### config.mk
export PLATFORM = sky130hd
export DESIGN_NAME = seg_xlate
export DESIGN_NICKNAME = d
export VERILOG_FILES = /design/src/seg_xlate_pkg.sv /design/src/fetch_queue_if.sv /design/src/prefetch_queue.sv /design/src/seg_xlate.sv
export SDC_FILE = /design/constraint.sdc
export NUM_CORES = 1
export LEC_CHECK = 0
export ABC_AREA = 1
export BUFFER_PORTS_ARGS = -buffer_cell sky130_fd_sc_hd__buf_2
export CAP_MARGIN = 20
export CORE_AREA = 3 3 252 254
export DETAILED_ROUTE_END_ITERATION = 8
export DIE_AREA = 0 0 255 257
export SYNTH_ARGS = -nofsm -noshare
export SYNTH_HDL_FRONTEND = slang
export SYNTH_SLANG_ARGS = --single-unit
### constraint.sdc
create_clock -name clk_in -period 3.6 [get_ports clk_in]
set_input_delay 0.9 -clock clk_in [delete_from_list [all_inputs] [get_ports clk_in]]
set_output_delay 0.9 -clock clk_in [all_outputs]
set_load 0.02 [all_outputs]
### src/seg_xlate_pkg.sv
// Constants and types shared by the address translation block
package seg_xlate_pkg;
	localparam int LIN_W          = 32;
	localparam int PHYS_W         = 24;
	localparam int SEL_W          = 16;
	localparam int SEL_SHIFT      = 4;
	localparam int REAL_W         = 20;
	localparam int CTRL_PE_POS    = 0;
	localparam int CTRL_PG_POS    = 31;
	localparam int PAGE_OFS_W     = 12;
	localparam int QUEUE_DEPTH    = 16;
	localparam int MAX_OPERANDS   = 3;
	localparam logic [31:0] CTRL_RESET = 32'h0000_0000;

	typedef enum logic [2:0] {
		SEG_ES,
		SEG_CS,
		SEG_SS,
		SEG_DS,
		SEG_FS,
		SEG_GS
	} seg_t;

	typedef enum logic [1:0] {
		ACC_DATA,
		ACC_STACK,
		ACC_FETCH,
		ACC_STRDST
	} acc_t;

	typedef enum logic [1:0] {
		OPD_NONE,
		OPD_REG,
		OPD_IMM,
		OPD_MEM
	} opd_src_t;

	typedef enum logic [1:0] {
		SZ_8,
		SZ_16,
		SZ_32
	} opsize_t;
endpackage

### src/fetch_queue_if.sv
// Interface carrying instruction bytes between the queue and the decoder
`timescale 1ns/1ps
`default_nettype none
interface fetch_queue_if;
	logic       push;
	logic [7:0] push_byte;
	logic       full;
	logic       pop;
	logic [7:0] head_byte;
	logic       head_valid;
	logic       flush;
	modport queue (
		input  push, push_byte, pop, flush,
		output full, head_byte, head_valid
	);
	modport user (
		output push, push_byte, pop, flush,
		input  full, head_byte, head_valid
	);
endinterface
`default_nettype wire

### src/prefetch_queue.sv
// Prefetch byte queue ahead of decode, registered head byte
`timescale 1ns/1ps
`default_nettype none
module prefetch_queue
	import seg_xlate_pkg::*;
#(
	parameter int DEPTH = QUEUE_DEPTH
) (
	input  wire logic   clk_in,
	input  wire logic   reset_in,
	input  wire logic   enable_in,
	fetch_queue_if.queue q
);
	localparam int AW = $clog2(DEPTH);

	logic [7:0]  mem_reg [DEPTH];
	logic [AW-1:0] wr_reg;
	logic [AW-1:0] rd_reg;
	logic [AW:0]   count_reg;
	logic [7:0]  head_reg;
	logic        do_push;
	logic        do_pop;
	logic        empty;

	assign empty = (count_reg == '0);
	assign q.full = (count_reg == (AW+1)'(DEPTH));
	assign do_push = q.push && !q.full;
	assign do_pop = q.pop && !empty;
	assign q.head_valid = !empty;
	assign q.head_byte = head_reg;

	always_ff @(posedge clk_in) begin
		if (enable_in && do_push) begin
			mem_reg[wr_reg] <= q.push_byte;
		end
	end

	always_ff @(posedge clk_in or posedge reset_in) begin
		if (reset_in) begin
			wr_reg <= '0;
			rd_reg <= '0;
			count_reg <= '0;
		end else if (enable_in) begin
			if (q.flush) begin
				wr_reg <= '0;
				rd_reg <= '0;
				count_reg <= '0;
			end else begin
				if (do_push) begin
					wr_reg <= (wr_reg == AW'(DEPTH - 1)) ? '0 : wr_reg + 1'b1;
				end
				if (do_pop) begin
					rd_reg <= (rd_reg == AW'(DEPTH - 1)) ? '0 : rd_reg + 1'b1;
				end
				count_reg <= count_reg + (AW+1)'(do_push) - (AW+1)'(do_pop);
			end
		end
	end

	// Head loaded on the same edge as the pointers; decoder reads it with head_valid
	always_ff @(posedge clk_in or posedge reset_in) begin
		if (reset_in) begin
			head_reg <= 8'h00;
		end else if (enable_in) begin
			// Head must not move on a push behind an existing head
			if (do_pop) begin
				if (count_reg == (AW+1)'(1)) begin
					head_reg <= q.push_byte;
				end else begin
					head_reg <= mem_reg[rd_reg == AW'(DEPTH - 1) ? '0
						: rd_reg + 1'b1];
				end
			end else if (count_reg == '0) begin
				head_reg <= q.push_byte;
			end
		end
	end
endmodule
`default_nettype wire

### src/seg_xlate.sv
// Logical to linear to physical address translation with fetch queue
// Functional notes
// - Up to sixteen prefetched instruction bytes wait in a queue before decode.
// - Up to three operands, each from register, immediate, or memory.
// - Default operand widths: 8 or 32 in protected 32-bit code, 8 or 16 otherwise.
// - Length prefix inverts default wide operand width.
// - Multi-byte values stored low byte first at ascending locations.
// - A multi-byte value is addressed by its lowest byte.
// - Paging works on fixed 4K byte pages.
// - Offset sums supplied base, index and displacement; pairs with selector.
// - Unprotected mode: selector shifted left four plus offset.
// - Protected mode: 32-bit segment base plus offset.
// - Protected with paging: full linear address goes to paging unit.
// - Default segments: data uses data, stack uses stack, fetch uses code.
// - Fetch offset is the instruction pointer.
// - Override prefix replaces data default; only way to reach second and third extra segments.
// - Any segment bases accepted, no overlap check.
// - Segment size from one byte to four gigabytes.
// - Protection-enable bit 0 selects protected translation.
// - Paging-enable bit 31 routes linear addresses to paging unit when protection-enable bit 0 is also set.
`timescale 1ns/1ps
`default_nettype none
module seg_xlate
	import seg_xlate_pkg::*;
#(
	parameter int DEPTH = QUEUE_DEPTH
) (
	// Clock and reset
	input  wire logic              clk_in,
	input  wire logic              reset_in,
	input  wire logic              enable_in,
	// Mode control word
	input  wire logic [31:0]       ctrl_word_in,
	input  wire logic              code_32_in,
	// Segment selectors and bases
	input  wire logic [SEL_W-1:0]  extra_segment_sel_in,
	input  wire logic [SEL_W-1:0]  code_segment_sel_in,
	input  wire logic [SEL_W-1:0]  stack_segment_sel_in,
	input  wire logic [SEL_W-1:0]  data_segment_sel_in,
	input  wire logic [SEL_W-1:0]  second_extra_segment_sel_in,
	input  wire logic [SEL_W-1:0]  third_extra_segment_sel_in,
	input  wire logic [6*LIN_W-1:0] seg_bases_in,
	// Translation request
	input  wire logic              req_valid_in,
	input  wire logic [1:0]        req_access_in,
	input  wire logic              req_override_in,
	input  wire logic [2:0]        req_override_seg_in,
	input  wire logic [LIN_W-1:0]  req_ip_in,
	input  wire logic              req_use_base_in,
	input  wire logic [LIN_W-1:0]  req_base_in,
	input  wire logic              req_use_index_in,
	input  wire logic [LIN_W-1:0]  req_index_in,
	input  wire logic [1:0]        req_scale_in,
	input  wire logic [LIN_W-1:0]  req_disp_in,
	// Operand description
	input  wire logic [1:0]        opd_count_in,
	input  wire logic [5:0]        opd_src_in,
	input  wire logic              opd_byte_in,
	input  wire logic              opd_len_prefix_in,
	// Fetch queue
	input  wire logic              fetch_push_in,
	input  wire logic [7:0]        fetch_byte_in,
	input  wire logic              fetch_flush_in,
	input  wire logic              decode_pop_in,
	// Store data for byte lanes
	input  wire logic [31:0]       store_data_in,
	// Outputs
	output logic                   xlate_valid_out,
	output logic [LIN_W-1:0]       linear_addr_out,
	output logic [PHYS_W-1:0]      phys_addr_out,
	output logic                   to_paging_out,
	output logic [19:0]            page_number_out,
	output logic [PAGE_OFS_W-1:0]  page_offset_out,
	output logic [1:0]             opsize_out,
	output logic                   opd_ok_out,
	output logic [31:0]            store_bytes_out,
	output logic                   fetch_full_out,
	output logic [7:0]             decode_byte_out,
	output logic                   decode_valid_out
);
	fetch_queue_if fq ();

	logic              prot_mode;
	logic              paging_on;
	seg_t              seg_sel;
	logic [LIN_W-1:0]  seg_base;
	logic [SEL_W-1:0]  selector;
	logic [LIN_W-1:0]  eff_ofs;
	logic [LIN_W-1:0]  lin_next;
	opsize_t           opsize_next;
	logic              opd_ok_next;

	logic              xlate_valid_reg;
	logic [LIN_W-1:0]  linear_reg;
	logic [PHYS_W-1:0] phys_reg;
	logic              paging_reg;
	logic [1:0]        opsize_reg;
	logic              opd_ok_reg;
	logic [31:0]       store_reg;

	assign prot_mode = ctrl_word_in[CTRL_PE_POS];
	// Paging has no meaning without protection
	assign paging_on = prot_mode && ctrl_word_in[CTRL_PG_POS];

	assign fq.push = fetch_push_in;
	assign fq.push_byte = fetch_byte_in;
	assign fq.pop = decode_pop_in;
	assign fq.flush = fetch_flush_in;
	assign fetch_full_out = fq.full;
	assign decode_byte_out = fq.head_byte;
	assign decode_valid_out = fq.head_valid;

	prefetch_queue #(
		.DEPTH     (DEPTH)
	) u_queue (
		.clk_in    (clk_in),
		.reset_in  (reset_in),
		.enable_in (enable_in),
		.q         (fq)
	);

	// Segment choice; fetch, stack and string destination ignore overrides
	always_comb begin
		unique case (acc_t'(req_access_in))
			ACC_FETCH: seg_sel = SEG_CS;
			ACC_STACK: seg_sel = SEG_SS;
			ACC_STRDST: seg_sel = SEG_ES;
			ACC_DATA: begin
				if (req_override_in && req_override_seg_in <= 3'(SEG_GS)) begin
					seg_sel = seg_t'(req_override_seg_in);
				end else begin
					seg_sel = SEG_DS;
				end
			end
		endcase
	end

	always_comb begin
		unique case (seg_sel)
			SEG_ES: selector = extra_segment_sel_in;
			SEG_CS: selector = code_segment_sel_in;
			SEG_SS: selector = stack_segment_sel_in;
			SEG_DS: selector = data_segment_sel_in;
			SEG_FS: selector = second_extra_segment_sel_in;
			SEG_GS: selector = third_extra_segment_sel_in;
			default: selector = data_segment_sel_in;
		endcase
	end

	// Any base mix is legal; no overlap check
	assign seg_base = seg_bases_in[32'(seg_sel) * LIN_W +: LIN_W];

	// Offset wraps at 32 bits, so segments span up to four gigabytes
	always_comb begin
		if (acc_t'(req_access_in) == ACC_FETCH) begin
			eff_ofs = req_ip_in;
		end else begin
			eff_ofs = req_disp_in
				+ (req_use_base_in ? req_base_in : '0)
				+ (req_use_index_in ? (req_index_in << req_scale_in) : '0);
		end
	end

	always_comb begin
		if (prot_mode) begin
			lin_next = seg_base + eff_ofs;
		end else begin
			lin_next = {12'h000, REAL_W'({selector, 4'h0}
				+ {4'h0, eff_ofs[SEL_W-1:0]})};
		end
	end

	// 16-bit default in unprotected mode or 16-bit code
	always_comb begin
		if (opd_byte_in) begin
			opsize_next = SZ_8;
		end else if ((code_32_in && prot_mode) ^ opd_len_prefix_in) begin
			opsize_next = SZ_32;
		end else begin
			opsize_next = SZ_16;
		end
	end

	// Count fits the limit; every used slot names a real source
	always_comb begin
		opd_ok_next = (32'(opd_count_in) <= MAX_OPERANDS);
		for (int i = 0; i < MAX_OPERANDS; i++) begin
			if (i < 32'(opd_count_in) && opd_src_t'(opd_src_in[2*i +: 2]) == OPD_NONE) begin
				opd_ok_next = 1'b0;
			end
		end
	end

	always_ff @(posedge clk_in or posedge reset_in) begin
		if (reset_in) begin
			xlate_valid_reg <= 1'b0;
			linear_reg <= 32'h0000_0000;
			phys_reg <= 24'h00_0000;
			paging_reg <= 1'b0;
		end else if (enable_in) begin
			xlate_valid_reg <= req_valid_in;
			if (req_valid_in) begin
				linear_reg <= lin_next;
				phys_reg <= lin_next[PHYS_W-1:0];
				paging_reg <= paging_on;
			end
		end
	end

	always_ff @(posedge clk_in or posedge reset_in) begin
		if (reset_in) begin
			opsize_reg <= 2'h0;
			opd_ok_reg <= 1'b0;
			store_reg <= 32'h0000_0000;
		end else if (enable_in && req_valid_in) begin
			opsize_reg <= 2'(opsize_next);
			opd_ok_reg <= opd_ok_next;
			// Lane 0 is the lowest address, least significant byte first
			store_reg <= {store_data_in[31:24], store_data_in[23:16],
				store_data_in[15:8], store_data_in[7:0]};
		end
	end

	assign xlate_valid_out = xlate_valid_reg;
	assign linear_addr_out = linear_reg;
	assign to_paging_out = paging_reg;
	// Physical bus shows truncated linear only when paging is bypassed
	assign phys_addr_out = paging_reg ? 24'h00_0000 : phys_reg;
	assign page_number_out = linear_reg[LIN_W-1:PAGE_OFS_W];
	assign page_offset_out = linear_reg[PAGE_OFS_W-1:0];
	assign opsize_out = opsize_reg;
	assign opd_ok_out = opd_ok_reg;
	assign store_bytes_out = store_reg;
endmodule
`default_nettype wire

Word-level counts from Yosys, hierarchy flattened. Memory sizes are Yosys's and may differ from the RTL's. Index checks and enable logic that the tools add are counted.

$add $sub $neg: 8. Order comparisons: 4. Eq/ne operators: 11. Shift-type cells: 2. Multiplexer cells: 25. Bitwise logic cells: 1. Reduce and logical (&&, ||, !) cells: 25.

Operator list (number): $shiftx 192x9->32 (1); $mux 32 (4); $add 32x32->32 (3); $pmux 16 s5 (1); $shl 32x2->32 (1); $mux 24 (1); $mux 4 (6); $mux 8 (3); $add 20x16->20 (1); $pmux 3 s4 (1); $logic_and 1x1->1 (10); $add 4x1->4 const B (2); $eq 4x4->1 const B (2); $logic_not 2->1 (4); $reduce_and 2->1 (4); $eq 3x3->1 const B (2); $reduce_bool 2->1 (3); $add 5x1->5 (1); $eq 5x1->1 const B (1); $eq 5x5->1 const B (1); $logic_not 5->1 (1); $mux 1 (5); $mux 5 (1); $sub 5x1->5 (1); other kinds (12) (16).

Register bits after elaboration: 114. RAM bits: 128. Output and inout bits: 135. Memories kept: 1.

Memory list: u_queue.mem_reg (depth 16, width 8, read ports 1, clocked after memory_dff 0, write ports 1, line prefetch_queue.sv:16) `logic [7:0] mem_reg [DEPTH];`.

Logic depth before layout (Yosys ltp). Gate-level depths: netlist (run 1).

Depth in word-level cells: 8. Gate-level depth with buffers: 33.

Cells and area by module. From an unflattened synthesis (run 1), not the netlist that was laid out.

Cell total of the unflattened synthesis: 2384. Area total of the unflattened synthesis: 17738.3 sq um.

By module, submodules not included: seg_xlate (times used 1, cells an instance 1745, area each 11065.6 sq um); prefetch_queue (times used 1, cells an instance 639, area each 6672.6 sq um).

Least setup slack after synthesis (run 1). Ideal clock, no wire load.

Path kind: in2reg. From: input port req_scale_in[0]. To: register linear_reg[26], in the netlist linear_addr_out[26]. Arrival: 5.393 ns. Required time: 3.482 ns. Slack: -1.911 ns. Stages: 27. Path through: clkbuf_1 -> buf_1 -> mux2i_1 -> nor2_1 -> fa_1 -> ha_1 -> fa_1 -> nand2_1 -> nand3_1 -> and2_1 -> a21oi_1 -> o21ai_0 -> a21oi_1 -> xor2_1 -> o21ai_0 -> ha_1 -> nand4_1 -> nor3_1 -> nand4_1 -> nand3_1 -> nand2_1 -> o21bai_1 -> nand2_1 -> nand2_1 -> nand2_1 -> nand3_1 -> nand2_1.

Longest elaborated chain between the ends: 6.

RTL lines: start, declared (line seg_xlate.sv:53) `input wire logic [1:0] req_scale_in,`; $shl 32x2->32 (line seg_xlate.sv:160) `+ (req_use_index_in ? (req_index_in << req_scale_in) : '0);`; $mux 32 (line seg_xlate.sv:160); $add 32x32->32 (line seg_xlate.sv:160); $mux 32 (line seg_xlate.sv:155) `if (acc_t'(req_access_in) == ACC_FETCH) begin`; $add 32x32->32 (line seg_xlate.sv:166) `lin_next = seg_base + eff_ofs;`; $mux 32 (line seg_xlate.sv:165) `if (prot_mode) begin`; end signal, assigned (line seg_xlate.sv:203) `linear_reg <= lin_next;`; end, declared (line seg_xlate.sv:94) `logic [LIN_W-1:0] linear_reg;`.

No other way between the ends. A chain may end at the register's enable or synchronous reset.

Worst setup path after layout (run 1).
From: input port req_scale_in[0]. To: register linear_reg[27], in the netlist linear_addr_out[27].

Same word-level chain as after synthesis.

==> results of run 1 <==
## power by group
group          internal [µW]  total [µW]  leakage (µW)  switching, µW
clock network           1380        2400      0.000370           1030
logic                   4000        9230        0.0101           5220
registers               2940        3260       0.00227            322
total                   8320       14900        0.0128           6570
## cell type report
| cell class | count | area share [%] |
|---|---|---|
| diodes | 44 | 0.413 |
| flip-flops and latches | 218 | 22.9 |
| clock inverters | 13 | 0.375 |
| inverters | 206 | 2.92 |
| clock buffers | 32 | 2.48 |
| well taps | 790 | 3.71 |
| multi-input cells | 1719 | 43.3 |
| repair buffers | 1017 | 24.0 |
## cell usage in the layout, fill, tap and decap left out, types with 23 or more instances in the layout
cell type,count
diode_2,44
o21ai_1,35
edfxtp_1,128
a22oi_1,39
a221o_1,31
buf_2,619
dfrtp_1,90
ha_1,37
a21oi_2,46
nand2_1,533
inv_1,189
nor2_1,176
fa_1,31
nand2_2,37
a21oi_1,86
ha_4,45
nor2_2,23
o21ai_0,106
nand3_1,148
a31oi_1,46
buf_4,365
clkbuf_16,25
o22ai_1,33
## kinds of logic after synthesis
family	share of synthesized area [%]
buffers and inverters	8.15
muxes	1.63
adders and majority gates	10.3
AOI/OAI and AO/OA	18.7
and+or+nand+nor	24.4
xor gates and xnor gates	1.52
DFF	35.4
## per-layer routing
layer,global-route usage (%),vias up,wire length [µm]
met5,0,-,16
met4,15.2,4,5950
met3,3.97,174,6650
met2,42.5,799,41600
met1,31.6,9428,33700
li1,-,9690,-
## what timing repair did
item	CTS	global route
pin swaps	96	49
gates resized for setup	253	86
gates cloned	2	0
buffers inserted	23	13
endpoints found under the setup margin	28	29
## critical path: cells and delay by family
kind | cells | cell delay, ns
simple gates | 12 | 1.16
xor+xnor | 1 | 0.23
buf+inv | 7 | 0.68
compound gates | 6 | 0.97
fa+ha+maj | 3 | 1.07
mux | 1 | 0.19
## per-stage QoR
step                      hold slack (ns)  cell area, µm²  instances
final                               0.440           26700       4039
after global routing                0.487           26600       4024
after CTS                           0.448           26100       3984
after detailed placement            0.460           23900       3914
after global placement              0.458           23900       3914
after floorplan                     0.504           17500       2272
## path summary, 6_finish.rpt
check | start | to | slack [ns] | cells past startpoint
min in group clk_in | store_bytes_out[5] | store_bytes_out[5] | 0.47 | 2
hold reg to reg | store_bytes_out[5] | store_bytes_out[5] | 0.47 | 2
setup reg to reg | u_queue.count_reg[3] | u_queue.count_reg[4] | 1.02 | 13
max in group asynchronous | reset_in | u_queue.q.head_byte[5] | 2.39 | 3
hold / removal | reset_in | store_bytes_out[21] | 0.44 | 2
setup / recovery | req_scale_in[0] | linear_addr_out[27] | -1.20 | 30
==> summary.md, run 1 <==
| Metric | Value |
|---|---|
| Clock tree buffer depth | `3` |
| Number of fill cells | `6,241` |
| Synth Net Count | `2,909` |
| Root Driver | `clkbuf_16` |
| Layout cells sized above 1 | `42.7%` |
| Num CTS Buffers | `25` |
| Peak clock frequency supported by timing | `208 MHz` |
| CTS tree | `done` |
| Core region area | `0.0615 mm²` |
| FF+latch count, synth | `218` |
| Area contributors post-synth | `edfxtp_1 22%, dfrtp_1 13%, nand2_1 13%, ha_1 6.2%, nand3_1 4.8%` |
| Die extent in y | `257 µm` |
| Unrepaired setup endpoints after global routing | `true` |
| Post-route DRC | `0` |
| Failing checks | `setup timing` |
| YS warnings | `0` |
| PortBufs | `620` |
| Nets | `3,824` |
| Sequential element share of the synthesized area | `35.4%` |
| Max reg flops | `128` |
| Hold WC Path Type | `in -> async` |
| Mapped Cells | `2,272` |
| Io pins | `651` |
| MaxCap Viol Count | `0` |
| Min Tclk post-route | `4.80 ns` |
| Cell taking the most area after synthesis | `edfxtp_1` |
| Leakage power | `0.0128 µW` |
| CP Class | `in -> reg` |
| Slowest stage delay, CP | `0.48 ns` |
| CTS HTree Levels | `1` |
| Status | `finished, violations left` |
| Gr ovfl total | `0` |
| Initial antenna violation count | `50` |
| Synth cell count leaders | `575 x nand2_1, 207 x nor2_1, 203 x inv_1, 164 x nand3_1, 156 x o21ai_0` |
| Pwr Total | `14,900 µW` |
| Worst setup margin | `-1.20 ns` |
| Avg Inst Size Synth | `7.59 µm²` |
| Initial Util | `28.0%` |
| Hold buffers post-CTS | `0` |
| Peak VDD IR | `322 µV` |
| DP HPWL | `71,700 µm` |
| Crit path DAT | `5.20 ns` |
| First-pass GRT wire length | `126,000 µm` |
| Vias | `20.1k` |
| Count of pins over their slew limit | `0` |
| Chip width | `255 µm` |
| Main synth FF type | `edfxtp_1` |
| GPL Wtd Cong | `1.06` |
| WL/cell | `21.8 µm` |
| Clk Latency, worst-skew pair | `0.52 ns` |
| FFs w/ async S/R, synth | `41.3%` |
| Startpoint type of the worst setup path | `input pin` |
| Maximum number of pins on one net before global-route repair | `67` |
| WL final | `87,900 µm` |
| Slowest-stage cell, CP | `fa_1` |
| Period utilization | `133%` |
| CTS Sinks | `218` |
| Drt via density | `4.98` |
| Most frequent cell after synthesis | `nand2_1` |
| FF/Latch Area | `0.00610 mm²` |
| Post-Syn Area | `0.0172 mm²` |
| Power density over the cells | `558 mW/mm²` |
| Final setup fails | `27` |
| Area of the multi-input gates | `0.0115 mm²` |
| Crit end category | `flip-flop` |
| Die area | `0.0655 mm²` |
| # rows | `91` |
| Util after Layout | `43.4%` |
| Clock transition at path regs | `0.06 ns` |
| Initial DRC count | `1,584` |
| Top-area cell type share of the netlist area | `22.3%` |
| DRT Pass-1 Iters | `5` |
| Vias in the first global route | `20.0k` |
| Final TNS setup | `-25.71 ns` |
| DP Worst Slack | `-1.94 ns` |
| Post-synth EDFFs | `128` |
| Distinct cells, synth | `53` |
| Syn-to-layout area delta | `54.6%` |
| Slew @ Worst Pin | `0.703 ns` |
| Slew margin rel. | `53.1%` |
| CP max FO | `6` |
| Hold Fails Final Rpt | `0` |
| Total global-route track usage | `25.7%` |
| CP required | `4.00 ns` |
| Clock Skew | `0.0130 ns` |
| Final ANT Viol Nets | `0` |
Power figures use the tool's default switching activity.
==> run 2, diff against run 1 <==
--- a/config.mk
+++ b/config.mk
@@ -7,7 +7,6 @@
 export LEC_CHECK = 0
 export ABC_AREA = 1
 export BUFFER_PORTS_ARGS = -buffer_cell sky130_fd_sc_hd__buf_2
-export CAP_MARGIN = 20
 export CORE_AREA = 3 3 252 254
 export DETAILED_ROUTE_END_ITERATION = 8
 export DIE_AREA = 0 0 255 257
==> constraint.sdc (replaced) <==
create_clock -name clk_in -period 4.65 [get_ports clk_in]
set_input_delay 1.1625 -clock clk_in [delete_from_list [all_inputs] [get_ports clk_in]]
set_output_delay 1.1625 -clock clk_in [all_outputs]
set_load 0.02 [all_outputs]
==> run 2 against run 1 <==
  * The flow still finishes with violations (setup timing)
  * Largest cell class unchanged
  * First-iteration DRC count is 7.6% lower
  * Highest routed layer unchanged
  * Flip-flop and latch count stayed put
  * Sequential share of layout area is 0.051 points lower
  * Sequential power is 22% lower
  * Clock-buffer cell count is 1 lower
  * Largest power group unchanged
==> summary.md, run 2 (same netlist as run 1, synthesis figures left out) <==
| Metric | Value |
|---|---|
| Register-to-register setup slack | `2.05 ns (was 1.02 ns)` |
| Number of fill cells | `6,189 (was 6,241)` |
| Min Tclk post-route | `5.03 ns` |
| Clk Latency, worst-skew pair | `0.52 ns (about the same)` |
| CTS tree | `done (unchanged)` |
| Initial antenna violation count | `52 (was 50)` |
| Max reg flops | `128 (unchanged)` |
| Dpl cells | `3,896 (was 3,914)` |
| Slew @ Worst Pin | `0.942 ns (was 0.703 ns)` |
| DRT Pass-1 Iters | `8 (was 5)` |
| Post-route DRC | `0 (unchanged)` |
| Final ANT Viol Nets | `0 (unchanged)` |
| Crit end category | `flip-flop (unchanged)` |
| Status | `finished, violations left (unchanged)` |
| Count of pins over their slew limit | `0 (unchanged)` |
| HP Start | `xlate_valid_out` |
| Chip width | `255 µm (unchanged)` |
| DP Worst Slack | `-1.17 ns (was -1.94 ns)` |
| CTS HTree Levels | `1 (unchanged)` |
| Die extent in y | `257 µm (unchanged)` |
| Worst setup margin | `-0.383 ns (was -1.20 ns)` |
| Clock transition at path regs | `0.06 ns (about the same)` |
| Unrepaired setup endpoints after global routing | `true (unchanged)` |
| Layout cells sized above 1 | `43.3% (was 42.7%)` |
| # rows | `91 (unchanged)` |
| Clock Skew | `0.00975 ns (was 0.0130 ns)` |
| DP HPWL | `71,300 µm (was 71,700 µm)` |
| Initial DRC count | `1,463 (was 1,584)` |
| Final setup fails | `23 (was 27)` |
| DP Area | `0.0236 mm² (was 0.0239 mm²)` |
| Slowest stage delay, CP | `0.48 ns (about the same)` |
| CP required | `5.05 ns (was 4.00 ns)` |
| Slowest-stage cell, CP | `fa_1 (unchanged)` |
| Crit path from | `req_scale_in[0] (unchanged)` |
| Hold WC Path Type | `reg -> reg (was in -> async)` |
| MaxCap Viol Count | `0 (unchanged)` |
| Slew margin rel. | `36.9% (was 53.1%)` |
| Final Cell Area | `0.0267 mm² (about the same)` |
| Total global-route track usage | `25.9% (was 25.7%)` |
| Critical R2R Capture | `u_queue.count_reg[4] (unchanged)` |
| CTS Sinks | `218 (unchanged)` |
| Num CTS Buffers | `25 (unchanged)` |
| Power density over the cells | `436 mW/mm² (was 558 mW/mm²)` |
| RR Startpoint | `u_queue.count_reg[2] (was u_queue.count_reg[3])` |
| Leakage power | `0.0128 µW (about the same)` |
| Vias | `20.4k (was 20.1k)` |
| Syn-to-layout area delta | `55.0% (was 54.6%)` |
| Initial Util | `28.0% (unchanged)` |
| GPL Wtd Cong | `1.01 (was 1.06)` |
| Startpoint type of the worst setup path | `input pin (unchanged)` |
| Failing checks | `setup timing (unchanged)` |
| Vias in the first global route | `20.1k (was 20.0k)` |
| Hold endpoint | `xlate_valid_out` |
| Hold Fails Final Rpt | `0 (unchanged)` |
| Buffer and inverter count on the worst path | `7 (unchanged)` |
| Drt via density | `5.06 (was 4.98)` |
| Maximum number of pins on one net before global-route repair | `72 (was 67)` |
| PortBufs | `620 (unchanged)` |
| Hold-critical path depth | `2` |
| WL/cell | `21.8 µm (about the same)` |
| R2R cell count | `13 (unchanged)` |
| Util after Layout | `43.5% (was 43.4%)` |
| CP delay by family, top | `simple AND/OR/NAND/NOR gates (unchanged)` |
| Gr ovfl total | `0 (unchanged)` |
| Peak VDD IR | `251 µV (was 322 µV)` |
| Most common cell after layout, fill and taps aside | `buf_2 (unchanged)` |
| Nets | `3,813 (was 3,824)` |
| CP max FO | `5 (was 6)` |
| Period utilization | `108%` |
| Peak clock frequency supported by timing | `199 MHz` |
| Io pins | `651 (unchanged)` |
| First-pass GRT wire length | `127,000 µm (was 126,000 µm)` |
| Core region area | `0.0615 mm² (unchanged)` |
| Die area | `0.0655 mm² (unchanged)` |
| WL final | `87,800 µm (was 87,900 µm)` |
| Most common cell on crit path | `nand2_1` |
| Hold buffers post-CTS | `0 (unchanged)` |
| Crit path DAT | `5.44 ns (was 5.20 ns)` |
| Post-Layout Cell Count | `4,025 (was 4,039)` |
| Root Driver | `clkbuf_16 (unchanged)` |
| Commonest non-fill, non-tap cells in the layout | `619 x buf_2, 521 x nand2_1, 356 x buf_4, 183 x inv_1, 176 x nor2_1 (was 619 x buf_2, 533 x nand2_1, 365 x buf_4, 189 x inv_1, 176 x nor2_1)` |
| CP Class | `in -> reg (unchanged)` |
| Clock tree buffer depth | `3 (unchanged)` |
==> run 2: cell count changes in the layout (fill, tap and decap cells not counted), sizes merged <==
| cell | delta |
|---|---|
| buf | -12 |
| bufinv | +2 |
| clkinvlp | -2 |
| diode | -2 |
| bufbuf | +1 |
| clkbuf | -1 |
| clkinv | +1 |
| inv | -1 |
==> run 2: worst reg2reg max path: cells and delay by family, from the launching register on <==
| kind | cells | cell delay, ns |
|---|---|---|
| AO/OA/AOI/OAI | 3 | 0.43 |
| adder cells (fa/ha/maj) | 4 | 1.08 |
| buffers and inverters | 2 | 0.14 |
| flip-flops | 1 | 0.38 |
| AND/OR/NAND/NOR | 4 | 0.45 |
==> run 2: per-layer routing <==
layer | wire length, µm | GRT usage [%] | vias up
met2 | 42400 | 44.2 | 851
li1 | - | - | 9694
met3 | 6880 | 4.40 | 168
met1 | 33600 | 31.5 | 9629
met4 | 4870 | 12.4 | 8
met5 | 46 | 0 | -
==> run 2: final cells by class <==
cell class                 count  area [µm²]  share of cell area, %
antenna                       42         105                  0.393
clock inverter                13         135                  0.506
multi-input combinational   1719       11700                   43.8
clock buffer                  31         648                   2.43
timing repair buffer        1006        6280                   23.5
inverter                     206         781                   2.92
sequential                   218        6100                   22.8
tap                          790         988                   3.70
==> run 2: worst max path at each step <==
stage | to | cells after the start
2_1_floorplan | linear_addr_out[26] | 27
3_3_place_gp | linear_addr_out[19] | 28
3_5_place_dp | linear_addr_out[19] | 27
4_1_cts | linear_addr_out[23] | 28
5_1_grt | linear_addr_out[30] | 25
6_report | linear_addr_out[31] | 26
==> run 2: power breakdown <==
group,switching [µW],total (µW),internal (µW)
sequential,257,2530,2280
combinational,4070,7190,3120
clock,778,1930,1150
total,5100,11600,6540
==> run 2: through the flow <==
step	hold slack, ns	power, µW	setup TNS (ns)
after floorplan	0.504	5880	-6.06
after global placement	0.456	8570	-23.37
after detailed placement	0.459	8600	-23.99
after CTS	0.474	11400	-2.75
after global routing	0.484	12400	-9.96
final	0.470	11600	-4.58
==> run 2: repair_timing <==
| action | in CTS | in global routing |
|---|---|---|
| buffers inserted | 33 | 11 |
| setup endpoints to repair | 25 | 25 |
| pin swaps | 123 | 63 |
| resized for setup | 330 | 79 |
| gates cloned | 3 | 0 |
